<file path="src/window_detector_pkg.sv">
// Constants, types and register map of the converter window detector.
// Assumes a 125 MHz pclk and an APB master with 32-bit data.
// Overview of operation
// - Compare every new result against both limits
// - Match flag raises interrupt and reads in control
// - Less-than above greater-than: flag inside window
// - Greater-than above less-than: flag outside window
// - Single-ended results compare as unsigned numbers
// - Differential results compare as signed numbers
// - Differential compare uses full 16-bit words, sign-extended only when right-justified
// - Limits compare against the justified result word
// - Limits are readable byte pairs; less-than resets zero
// - Conversion lasts ten SAR clocks, SAR clock limited
// - Match flag sticky until software clears it
// - Ground negative input means single-ended mode
// - Justify bit selects right or left placement
package window_detector_pkg;

    localparam int ADDR_W = 12;
    localparam int CODE_W = 10;

    // Register indices; byte address is four times the index
    localparam logic [7:0] IDX_NEG_SEL = 8'hBA;
    localparam logic [7:0] IDX_CFG = 8'hBC;
    localparam logic [7:0] IDX_RES_L = 8'hBD;
    localparam logic [7:0] IDX_RES_H = 8'hBE;
    localparam logic [7:0] IDX_GT_L = 8'hC3;
    localparam logic [7:0] IDX_GT_H = 8'hC4;
    localparam logic [7:0] IDX_LT_L = 8'hC5;
    localparam logic [7:0] IDX_LT_H = 8'hC6;
    localparam logic [7:0] IDX_CTRL = 8'hE8;
    localparam logic [7:0] IDX_IRQ_STAT = 8'hF0;
    localparam logic [7:0] IDX_IRQ_MASK = 8'hF1;

    // Control register fields
    localparam int CTRL_EN_BIT = 7;
    localparam int CTRL_DONE_BIT = 5;
    localparam int CTRL_BUSY_BIT = 4;
    localparam int CTRL_WIN_BIT = 3;
    // Configuration register field
    localparam int CFG_LJST_BIT = 2;
    // Interrupt status and mask fields
    localparam int IRQ_DONE_BIT = 0;
    localparam int IRQ_WIN_BIT = 1;
    localparam int IRQ_W = 2;

    // Negative input select
    localparam logic [4:0] NEG_SEL_GND = 5'h11;
    localparam logic [4:0] NEG_SEL_RESET = 5'h1F;

    // Reset values
    localparam logic [15:0] GT_RESET = 16'h0000;
    localparam logic [15:0] LT_RESET = 16'h0000;
    localparam logic [IRQ_W-1:0] MASK_RESET = 2'h0;

    // Timing: SAR clock at most 3 MHz, conversion ten SAR clocks
    localparam int PCLK_KHZ = 125000;
    localparam int SAR_MAX_KHZ = 3000;
    localparam int SAR_DIV = (PCLK_KHZ + SAR_MAX_KHZ - 1) / SAR_MAX_KHZ;
    localparam int CONV_SAR_CLKS = 10;
    localparam int CNT_W = 9;
    localparam logic [CNT_W-1:0] CONV_CYCLES = CNT_W'(CONV_SAR_CLKS * SAR_DIV);

    typedef enum logic [1:0] {
        ST_IDLE = 2'b01,
        ST_CONV = 2'b10
    } conv_state_t;

    typedef struct packed {
        logic psel;
        logic penable;
        logic pwrite;
        logic [ADDR_W-1:0] paddr;
        logic [31:0] pwdata;
    } apb_req_t;

    typedef struct packed {
        logic pready;
        logic pslverr;
        logic [31:0] prdata;
    } apb_rsp_t;

endpackage

</file>
<file path="src/window_compare.sv">
// Window comparison of one result word against two limits.
// Assumes all inputs are stable registers in the caller's domain.
`timescale 1ns/1ps
module window_compare (
    input wire logic [15:0] result,
    input wire logic [15:0] gt_limit,
    input wire logic [15:0] lt_limit,
    input wire logic signed_mode,
    output logic match
);
    logic [15:0] r_b;
    logic [15:0] gt_b;
    logic [15:0] lt_b;
    logic inside_mode;

    // Flipping the top bit maps two's complement order onto unsigned
    always_comb begin
        r_b = result;
        gt_b = gt_limit;
        lt_b = lt_limit;
        if (signed_mode) begin
            r_b[15] = ~result[15];
            gt_b[15] = ~gt_limit[15];
            lt_b[15] = ~lt_limit[15];
        end // otherwise plain unsigned
    end

    // Limit order picks inside or outside detection
    always_comb begin
        inside_mode = lt_b > gt_b;
        if (inside_mode) begin
            match = (r_b > gt_b) && (r_b < lt_b);
        end else begin
            match = (r_b < lt_b) || (r_b > gt_b);
        end
    end
endmodule // window_compare

</file>
<file path="src/window_detector.sv">
// Converter sequencer, result registers and window detector with APB.
// Assumes sample_code is held stable by the analog core during conversion
// and is read only at the end of the conversion time.
//
// Decided for this implementation: the APB interface to the registers.
`timescale 1ns/1ps
module window_detector (
    input wire logic pclk,
    input wire logic presetn,
    input window_detector_pkg::apb_req_t apb_req,
    output window_detector_pkg::apb_rsp_t apb_rsp,
    input wire logic [window_detector_pkg::CODE_W-1:0] sample_code,
    output logic converter_enable,
    output logic conv_active,
    output logic irq
);
    import window_detector_pkg::*;

    conv_state_t state_r;
    logic [CNT_W-1:0] cnt_r;
    logic en_r;
    logic done_flag_r;
    logic win_flag_r;
    logic ljst_r;
    logic [4:0] neg_sel_r;
    logic [15:0] gt_r;
    logic [15:0] lt_r;
    logic [15:0] result_r;
    logic [IRQ_W-1:0] mask_r;
    logic [31:0] prdata_r;
    logic pslverr_r;

    logic setup;
    logic wr;
    logic [7:0] idx;
    logic aligned;
    logic hit;
    logic [7:0] rd_val;
    logic [7:0] wbyte;
    logic wr_ctrl;
    logic wr_stat;
    logic conv_end;
    logic start;
    logic diff_mode;
    logic [15:0] new_word;
    logic match;
    logic done_clr;
    logic win_clr;
    logic [IRQ_W-1:0] status;

    // Bus phase decode
    assign setup = apb_req.psel & ~apb_req.penable;
    assign wr = apb_req.psel & apb_req.penable & apb_req.pwrite;
    assign idx = apb_req.paddr[9:2];
    assign aligned = (apb_req.paddr[1:0] == 2'h0) && (apb_req.paddr[11:10] == 2'h0);
    assign wbyte = apb_req.pwdata[7:0];
    assign wr_ctrl = wr && aligned && (idx == IDX_CTRL);
    assign wr_stat = wr && aligned && (idx == IDX_IRQ_STAT);

    assign status = {win_flag_r, done_flag_r};

    // Read mux; unused bits of each byte read as zero
    always_comb begin
        hit = aligned;
        rd_val = 8'h00;
        if (idx == IDX_NEG_SEL) begin
            rd_val = {3'h0, neg_sel_r};
        end else if (idx == IDX_CFG) begin
            rd_val[CFG_LJST_BIT] = ljst_r;
        end else if (idx == IDX_RES_L) begin
            rd_val = result_r[7:0];
        end else if (idx == IDX_RES_H) begin
            rd_val = result_r[15:8];
        end else if (idx == IDX_GT_L) begin
            rd_val = gt_r[7:0];
        end else if (idx == IDX_GT_H) begin
            rd_val = gt_r[15:8];
        end else if (idx == IDX_LT_L) begin
            rd_val = lt_r[7:0];
        end else if (idx == IDX_LT_H) begin
            rd_val = lt_r[15:8];
        end else if (idx == IDX_CTRL) begin
            rd_val[CTRL_EN_BIT] = en_r;
            rd_val[CTRL_DONE_BIT] = done_flag_r;
            rd_val[CTRL_BUSY_BIT] = (state_r == ST_CONV);
            rd_val[CTRL_WIN_BIT] = win_flag_r;
        end else if (idx == IDX_IRQ_STAT) begin
            rd_val = {6'h00, status};
        end else if (idx == IDX_IRQ_MASK) begin
            rd_val = {6'h00, mask_r};
        end else begin
            hit = 1'b0;
        end
    end

    // Read data and error are latched in the setup cycle so that
    // the access cycle answers from flops with no wait state
    always_ff @(posedge pclk or negedge presetn) begin
        if (!presetn) begin
            prdata_r <= 32'h0000_0000;
            pslverr_r <= 1'b0;
        end else if (setup) begin
            // Refused reads return zero so stale register bytes never leak out
            prdata_r <= (apb_req.pwrite || !hit) ? 32'h0000_0000 : {24'h00_0000, rd_val};
            pslverr_r <= ~hit;
        end
    end

    assign apb_rsp.pready = 1'b1;
    assign apb_rsp.pslverr = pslverr_r;
    assign apb_rsp.prdata = prdata_r;

    // Mode and configuration registers
    always_ff @(posedge pclk or negedge presetn) begin
        if (!presetn) begin
            en_r <= 1'b0;
            ljst_r <= 1'b0;
            neg_sel_r <= NEG_SEL_RESET;
            mask_r <= MASK_RESET;
        end else if (wr && aligned) begin
            if (idx == IDX_CTRL) begin
                en_r <= wbyte[CTRL_EN_BIT];
            end else if (idx == IDX_CFG) begin
                ljst_r <= wbyte[CFG_LJST_BIT];
            end else if (idx == IDX_NEG_SEL) begin
                neg_sel_r <= wbyte[4:0];
            end else if (idx == IDX_IRQ_MASK) begin
                mask_r <= wbyte[IRQ_W-1:0];
            end
        end
    end

    // Limit bytes; software must load both halves of each limit
    always_ff @(posedge pclk or negedge presetn) begin
        if (!presetn) begin
            gt_r <= GT_RESET;
            lt_r <= LT_RESET;
        end else if (wr && aligned) begin
            if (idx == IDX_GT_L) begin
                gt_r[7:0] <= wbyte;
            end else if (idx == IDX_GT_H) begin
                gt_r[15:8] <= wbyte;
            end else if (idx == IDX_LT_L) begin
                lt_r[7:0] <= wbyte;
            end else if (idx == IDX_LT_H) begin
                lt_r[15:8] <= wbyte;
            end
        end
    end

    // Start on a write of one to busy, with the enable bit set in the
    // same write; a start during a conversion is ignored
    assign start = wr_ctrl && wbyte[CTRL_BUSY_BIT] && wbyte[CTRL_EN_BIT];
    assign conv_end = (state_r == ST_CONV) && (cnt_r == CONV_CYCLES - 1'b1);

    // Conversion sequencer; clearing enable aborts without a result
    always_ff @(posedge pclk or negedge presetn) begin
        if (!presetn) begin
            state_r <= ST_IDLE;
            cnt_r <= '0;
        end else begin
            case (state_r)
                ST_IDLE: begin
                    cnt_r <= '0;
                    if (start) begin
                        state_r <= ST_CONV;
                    end
                end
                ST_CONV: begin
                    cnt_r <= cnt_r + 1'b1;
                    // Abort at the clearing write itself, so busy never outlives enable
                    if (!en_r || conv_end || (wr_ctrl && !wbyte[CTRL_EN_BIT])) begin
                        state_r <= ST_IDLE;
                    end
                end
                default: begin
                    state_r <= ST_IDLE;
                    cnt_r <= '0;
                end
            endcase
        end
    end

    // Signedness follows the negative input choice
    assign diff_mode = (neg_sel_r != NEG_SEL_GND);

    // Result word as software will see it
    always_comb begin
        if (ljst_r) begin
            new_word = {sample_code, 6'h00};
        end else if (diff_mode) begin
            new_word = {{6{sample_code[CODE_W-1]}}, sample_code};
        end else begin
            new_word = {6'h00, sample_code};
        end
    end

    // Limits meet the word in its justified form, unscaled
    window_compare u_cmp (
        .result(new_word),
        .gt_limit(gt_r),
        .lt_limit(lt_r),
        .signed_mode(diff_mode),
        .match(match)
    );

    // Result register loads at conversion end
    always_ff @(posedge pclk or negedge presetn) begin
        if (!presetn) begin
            result_r <= 16'h0000;
        end else if (conv_end) begin
            result_r <= new_word;
        end
    end

    // Flags clear by writing zero in control or one in status
    assign done_clr = (wr_ctrl && !wbyte[CTRL_DONE_BIT])
        || (wr_stat && wbyte[IRQ_DONE_BIT]);
    assign win_clr = (wr_ctrl && !wbyte[CTRL_WIN_BIT])
        || (wr_stat && wbyte[IRQ_WIN_BIT]);

    // Sticky flags; a hardware set in the clearing cycle wins
    always_ff @(posedge pclk or negedge presetn) begin
        if (!presetn) begin
            done_flag_r <= 1'b0;
            win_flag_r <= 1'b0;
        end else begin
            if (conv_end) begin
                done_flag_r <= 1'b1;
            end else if (done_clr) begin
                done_flag_r <= 1'b0;
            end
            if (conv_end && match) begin
                win_flag_r <= 1'b1;
            end else if (win_clr) begin
                win_flag_r <= 1'b0;
            end
        end
    end

    // Level interrupt while any unmasked flag stands
    assign irq = |(status & mask_r);
    assign converter_enable = en_r;
    assign conv_active = (state_r == ST_CONV);

endmodule // window_detector

</file>
<file path="config.mk">
export PLATFORM = sky130hd
export DESIGN_NAME = window_detector
export DESIGN_NICKNAME = d
export VERILOG_FILES = /design/src/window_detector_pkg.sv /design/src/window_compare.sv /design/src/window_detector.sv
export SDC_FILE = /design/constraint.sdc
export NUM_CORES = 1
export LEC_CHECK = 0
export ABC_AREA = 1
export BUFFER_PORTS_ARGS = -buffer_cell sky130_fd_sc_hd__clkbuf_2
export CORE_MARGIN = 4
export CORE_UTILIZATION = 61
export CTS_CLUSTER_SIZE = 40
export DETAILED_ROUTE_END_ITERATION = 12
export HOLD_SLACK_MARGIN = 0.03
export PLACE_DENSITY = 0.94
export SLEW_MARGIN = 40
export SYNTH_ARGS = -nofsm -noshare
export SYNTH_HDL_FRONTEND = slang
export SYNTH_SLANG_ARGS = --single-unit
</file>
<file path="constraint.sdc">
create_clock -name pclk -period 4.8 [get_ports pclk]
set_input_delay 0.48 -clock pclk [delete_from_list [all_inputs] [get_ports pclk]]
set_output_delay 0.48 -clock pclk [all_outputs]
set_load 0.01 [all_outputs]
</file>
==> results of run 1 <==
## layout make-up
| cell class | count | area share, % |
|---|---|---|
| Multi-Input combinational cell | 548 | 48.1 |
| Sequential cell | 79 | 33.5 |
| Inverter | 126 | 7.99 |
| Timing Repair Buffer | 46 | 4.00 |
| Tap cell | 108 | 2.28 |
| Clock buffer | 11 | 2.22 |
| Clock inverter | 5 | 1.82 |
## power by group through the flow
stage / clock network (mW) / registers (mW) / logic [mW]
after floorplan: 0 / 0.693 / 0.106
after global placement: 0 / 0.694 / 0.143
after detailed placement: 0 / 0.694 / 0.150
after CTS: 0.608 / 0.681 / 0.151
after global routing: 0.636 / 0.683 / 0.174
final: 0.602 / 0.681 / 0.151
## worst max-delay path: cells and delay by family, from the launching register on
kind                     cells  cell delay [ps]
AO/OA/AOI/OAI                3              740
buffers and inverters        2              100
flip-flops                   1              550
adder cells (fa/ha/maj)      1              370
AND/OR/NAND/NOR             10             1310
## flip-flops by register name, indices dropped and copies added, names as in the netlist
name	count
cnt_r	9
converter_enable	1
done_flag_r	1
gt_r	16
ljst_r	1
lt_r	16
mask_r	2
neg_sel_r	5
prdata_r	8
pslverr_r	1
result_r	16
state_r	2
win_flag_r	1
## cells in the final DEF (no fill, tap or decap), types with 2 or more instances in the layout
master     count
bufinv_16      3
ha_1          47
conb_1        25
nand3_1       31
clkbuf_8       9
clkinv_4       2
o21ai_0       83
nand2_2        4
nor2_2         3
o211ai_1       4
o21ai_1        2
clkbuf_1       2
o21bai_1       2
dfstp_2        6
nand2_1      202
nand4_1        8
inv_1        122
clkinv_1       2
nor3_1        10
inv_2          2
a21oi_1       36
xnor2_1        2
nor2_4         2
nand3_2        2
o21a_1         2
dfrtp_1       73
o22ai_1        7
nor2_1        67
clkbuf_2      45
## metal layers
metal / routed length (microns) / share of wire, % / vias to the layer above
li1: - / - / 2492
met1: 5990 / 41 / 2369
met2: 6570 / 45 / 276
met3: 1470 / 10 / 56
met4: 614 / 4.2 / 0
met5: 0 / 0 / -
## cells by family (layout without fill, tap and decap cells)
group | count (synthesis) | in the layout
adders and majority gates | 47 | 47
AOI/OAI and AO/OA | 141 | 141
xor gates and xnor gates | 2 | 2
buffers and inverters | 161 | 188
other | 2 | 25
and+or+nand+nor | 333 | 333
DFF | 79 | 79
## metrics by stage
| step | area, sq um | hold slack [ps] | instances |
|---|---|---|---|
| 2_1_floorplan | 5550 | 184 | 788 |
| 3_3_place_gp | 5670 | 451 | 907 |
| 3_5_place_dp | 5680 | 456 | 907 |
| 4_1_cts | 5920 | 164 | 923 |
| 5_1_grt | 5920 | 190 | 923 |
| 6_report | 5920 | 124 | 923 |
## final timing paths
check | endpoint | slack (ps) | cells past startpoint
setup reg to reg | win_flag_r | 1680 | 16
hold reg to reg | cnt_r[0] | 470 | 1
setup / recovery | win_flag_r | 1680 | 16
max in group asynchronous | result_r[6] | 4160 | 1
min in group pclk | win_flag_r | 400 | 3
hold / removal | cnt_r[7] | 120 | 1
==> reports/metrics.csv, run 1 <==
metric,value,unit
synth_area_leaders,"dfrtp_1 33%, nand2_1 14%, ha_1 11%, inv_1 8.4%, o21ai_0 7.6%",
power_frac_comb,10.5,%
post_cts_buffers,0,
dp_slack,1790,ps
final_nets,916,
coreArea,0.00872,sq mm
ys_types,37,
synth_edf_count,0,
yosysMostFrequentCell,nand2_1,
cts_tree,yes,
yosys-mux-area-fraction,0,%
relSlewSlack,52.2,%
cp_slowest_cell,dfstp_2,
clockBufferDepth,2,
port_buffers,46,
slew_viol_final,0,
path_max_fanout,5,
hold_viol_final,0,
synth_fa_ha_area_share,10.8,%
clkTransAtPathRegs,90,ps
critPathCaptureType,register,
cts_resized,0,
yosys.area.top_type,dfrtp_1,
io_pins,96,
fin_util,67.8,%
wl_per_cell,15.9,microns
hpwl,11.4,mm
p_int,1.07,mW
setup_tns,0,ps
num_rows,34,
diodes,0,
firstDrtPassIters,7,
synth_flop_cell,dfrtp_1,
worstMarginPinSlew,717,ps
hold_buffers,0,
grt_pass1_wl,23.5,mm
die_width,103,microns
power_density,242,mW/mm^2
cp-startpoint,neg_sel_r[0],
die_area,0.0105,sq mm
htree_levels,3,
hp-class,in2async,
drt_iter0_markers,469,
initial_core_util,62.7,%
critPathKind,reg2reg,
arrival,3420,ps
timing.fmax,0.321,GHz
grt_max_degree,80,
synthArstFlopShare,100,%
pwr-share-clk,42.0,%
yosys_warnings,0,
routed_wl,14.6,mm
synth_compound_area_share,13.8,%
synth_xor_area_share,0.320,%
synth.top_cell.area_share,33.4,%
fillCellCount,747,
routabilityCongestion,1.02,
yosysSeqAreaShare,36.3,%
p_leak,3.11,nW
vias,5193,
swShare,25.3,%
clock_sinks,79,
layout_setup_ws,1680,ps
ys_seq_elements,79,
synth_top_family_by_area,simple AND/OR/NAND/NOR gates,
r2r-start,neg_sel_r[0],
power_switching,0.363,mW
grt_overflow_total,0,
cts-root-buf,clkbuf_8,
pwr-share-seq,47.5,%
required,5100,ps
status,finished clean,
route.antenna.remaining_nets,0,
ff_latch_area,0.00198,sq mm
finalPower,1.43,mW
irDropWorstVdd,0.289,mV
finalClockSkew,13.4,ps
rsz0062_at_grt,no,
synthSimpleGateAreaFrac,25.6,%
use_met2,44.4,%
layout_min_cycle_time,3120,ps
cp_cell_sequence,inv_1 > nor2_1 > nand3_1 > a21oi_1 > a21oi_1 > ha_1 > nand2_1 > inv_1 > nand2_1 > nor3_1 > nand2_1 > a21oi_1 > nand3_1 > nand2_1 > nand3_1 > nand2_1,
synthesis.area,0.00547,sq mm
start_kind,register,
synth.avg_cell_area,7.15,sq um
synth_commonest_cells,"202 x nand2_1, 122 x inv_1, 83 x o21ai_0, 73 x dfrtp_1, 67 x nor2_1",
finalSetupViolCount,0,
antenna_found_initial,0,
syn_to_final_growth,8.24,%
drc,0,
clk_latency,360,ps
max_cap_viol_count,0,
grt_use_met3,5.35,%
cp_slowest_stage_delay,550,ps
gr-usage-met1,40.2,%
path_common_cell,nand2_1,
syn_inst,765,
grt_busiest_layer,met2,
die_y,103,microns
vias_per_cell,5.63,
track_usage,28.9,%
drive_gt1_share,10.2,%
numCtsBuffers,9,
grt_pass1_vias,4880,
finalCritPeriodShare,64.9,%
multi_input_area,0.00285,sq mm
No activity file was read; power rests on OpenSTA's default activity.
==> run 2, diff against run 1 <==
Settings changed: CORE_UTILIZATION 61 to 52, PLACE_DENSITY 0.94 to 0.86.
Clock period 4.8 ns to 2.8 ns, I/O delays scaled along.
==> reports/metrics.csv, run 2 (synthesis results as in run 1) <==
metric,value,unit,change
status,finished clean,,unchanged
num_rows,37,,was 34
cp_slowest_stage_delay,550,ps,about the same
grt_pass1_wl,23.2,mm,was 23.5 mm
io_pins,96,,unchanged
antenna_found_initial,0,,unchanged
final_nets,926,,was 916
mostFrequentLayoutCells,"202 x nand2_1, 122 x inv_1, 82 x o21ai_0",,"was 202 x nand2_1, 122 x inv_1, 83 x o21ai_0"
relSlewSlack,52.1,%,was 52.2%
syn_to_final_growth,10.1,%,was 8.24%
worst_r2r_path_depth,16,,unchanged
diodes,0,,unchanged
numCtsBuffers,9,,unchanged
coreArea,0.0103,sq mm,was 0.00872 sq mm
final_cells,961,,was 923
top_regs,"gt_r: 16 flops, lt_r: 16 flops, result_r: 16 flops",,unchanged
wl_per_cell,14.8,microns,was 15.9 microns
die_y,111,microns,was 103 microns
critPathCaptureType,register,,unchanged
grt_max_degree,80,,unchanged
track_usage,23.6,%,was 28.9%
timing.fmax,0.391,GHz,was 0.321 GHz
route.antenna.remaining_nets,0,,unchanged
min-delay-start,apb_req[4],,
start_kind,register,,unchanged
layout_setup_ws,241,ps,was 1680 ps
max_cap_viol_count,0,,unchanged
path_common_cell,nand2_1,,unchanged
routed.top_layer,met4,,unchanged
cp_cell_sequence,inv_1 > nor2_1 > nand3_2 > buf_4 > xnor2_1 > ha_1 > nand2_1 > inv_1 > nand3_1 > nor3_2 > nand2_1 > a21oi_1 > nand3_1 > nand2_1 > nand3_1 > nand2_1,,was inv_1 > nor2_1 > nand3_1 > a21oi_1 > a21oi_1 > ha_1 > nand2_1 > inv_1 > nand2_1 > nor3_1 > nand2_1 > a21oi_1 > nand3_1 > nand2_1 > nand3_1 > nand2_1
hold_depth,3,,
worstMarginPinSlew,718,ps,was 717 ps
htree_levels,3,,unchanged
power_density,387,mW/mm^2,was 242 mW/mm^2
rsz0062_at_grt,no,,unchanged
hp-class,in2reg,,was in2async
hold_end,state_r[0],,
post_cts_buffers,0,,unchanged
drt_iter0_markers,543,,was 469
layout_commonest_cell,nand2_1,,unchanged
hold_viol_final,0,,unchanged
path_max_fanout,3,,was 5
die_area,0.0122,sq mm,was 0.0105 sq mm
initial_core_util,53.2,%,was 62.7%
cp_slowest_cell,dfstp_2,,unchanged
finalClockSkew,16.3,ps,was 13.4 ps
cts_tree,yes,,unchanged
clock_sinks,79,,unchanged
r2r-start,neg_sel_r[0],,unchanged
cts-root-buf,clkbuf_8,,unchanged
finalSetupViolCount,0,,unchanged
wl_met2,5.87,mm,was 6.57 mm
r2r_end,win_flag_r,,unchanged
required,3100,ps,was 5100 ps
drc,0,,unchanged
fillCellCount,959,,was 747
vias,5153,,was 5193
met1_length,6.01,mm,was 5.99 mm
wl_met3,1.60,mm,was 1.47 mm
grt_pass1_vias,4756,,was 4880
vias_per_cell,5.36,,was 5.63
dp.cells,944,,was 907
firstDrtPassIters,9,,was 7
irDropWorstVdd,0.368,mV,was 0.289 mV
port_buffers,46,,unchanged
hold_ws,204,ps,was 124 ps
die_width,111,microns,was 103 microns
routabilityCongestion,1.01,,was 1.02
r2r_slack,240,ps,was 1680 ps
grt_overflow_total,0,,unchanged
arrival,2860,ps,was 3420 ps
setup_tns,0,ps,unchanged
routed_wl,14.2,mm,was 14.6 mm
finalCritPeriodShare,91.4,%,was 64.9%
p_leak,3.14,nW,was 3.11 nW
clockBufferDepth,2,,unchanged
dp_slack,94.6,ps,was 1790 ps
drive_gt1_share,11.9,%,was 10.2%
layout_min_cycle_time,2560,ps,was 3120 ps
clkTransAtPathRegs,90,ps,about the same
hpwl,11.3,mm,was 11.4 mm
critPathKind,reg2reg,,unchanged
slew_viol_final,0,,unchanged
clk_latency,370,ps,was 360 ps
[run 2: cell types whose count changed in the layout (fill, tap and decap cells not counted), sizes merged]
cell         change
dlygate4sd3      +1
clkbuf           -2
buf              +9
clkinvlp         +2
bufinv           -2
inv              +3
clkinv           -1
[run 2: metal layers]
layer  up-vias  global-route usage, %
met5         -                      0
met4         0                   10.7
met3        59                   5.59
met2       294                   34.3
met1      2285                   33.2
li1       2515                      -
[run 2: worst max-delay path by stage]
stage | cells after the start | from | endpoint
finish | 16 | neg_sel_r[0] | win_flag_r
global route | 16 | neg_sel_r[0] | win_flag_r
CTS | 16 | neg_sel_r[0] | win_flag_r
detailed placement | 16 | neg_sel_r[0] | win_flag_r
global placement | 16 | neg_sel_r[0] | win_flag_r
floorplan | 16 | neg_sel_r[0] | win_flag_r
[run 2: what timing repair did]
action | in CTS | in global routing
hold buffers | 1 | 0
setup endpoints to repair | 0 | 1
hold endpoints to repair | 73 | 0
resized for setup | 0 | 6
[run 2: layout make-up]
class                           count  area, sq um  share of cell area [%]
Multi-Input combinational cell    548         2870                    47.8
Tap cell                          136          170                    2.83
Timing Repair Buffer               56          314                    5.22
Sequential cell                    79         1980                    33.0
Inverter                          126          473                    7.86
Clock buffer                        9          124                    2.06
Clock inverter                      7         78.8                    1.31
[run 2: critical path, delay by kind of cell, from the launching register on]
family	cells	cell delay (ps)
xor gates and xnor gates	1	150
and+or+nand+nor	10	1030
adders and majority gates	1	320
AOI/OAI and AO/OA	1	180
buffers and inverters	3	290
DFF	1	550
[run 2: through the flow]
stage	util (%)	power, mW	instance area [sq um]
4_1_cts	58.3	2.33	5990
2_1_floorplan	-	1.37	5550
5_1_grt	58.6	2.44	6020
3_5_place_dp	56.2	1.45	5780
6_report	58.6	2.33	6020
3_3_place_gp	56.2	1.44	5780
[run 2: power breakdown]
part | switching (mW) | total (mW) | leakage (nW) | internal (mW)
logic | 0.174 | 0.260 | 2.06 | 0.0860
registers | 0.00817 | 1.17 | 0.987 | 1.16
clock network | 0.478 | 0.901 | 0.0982 | 0.423
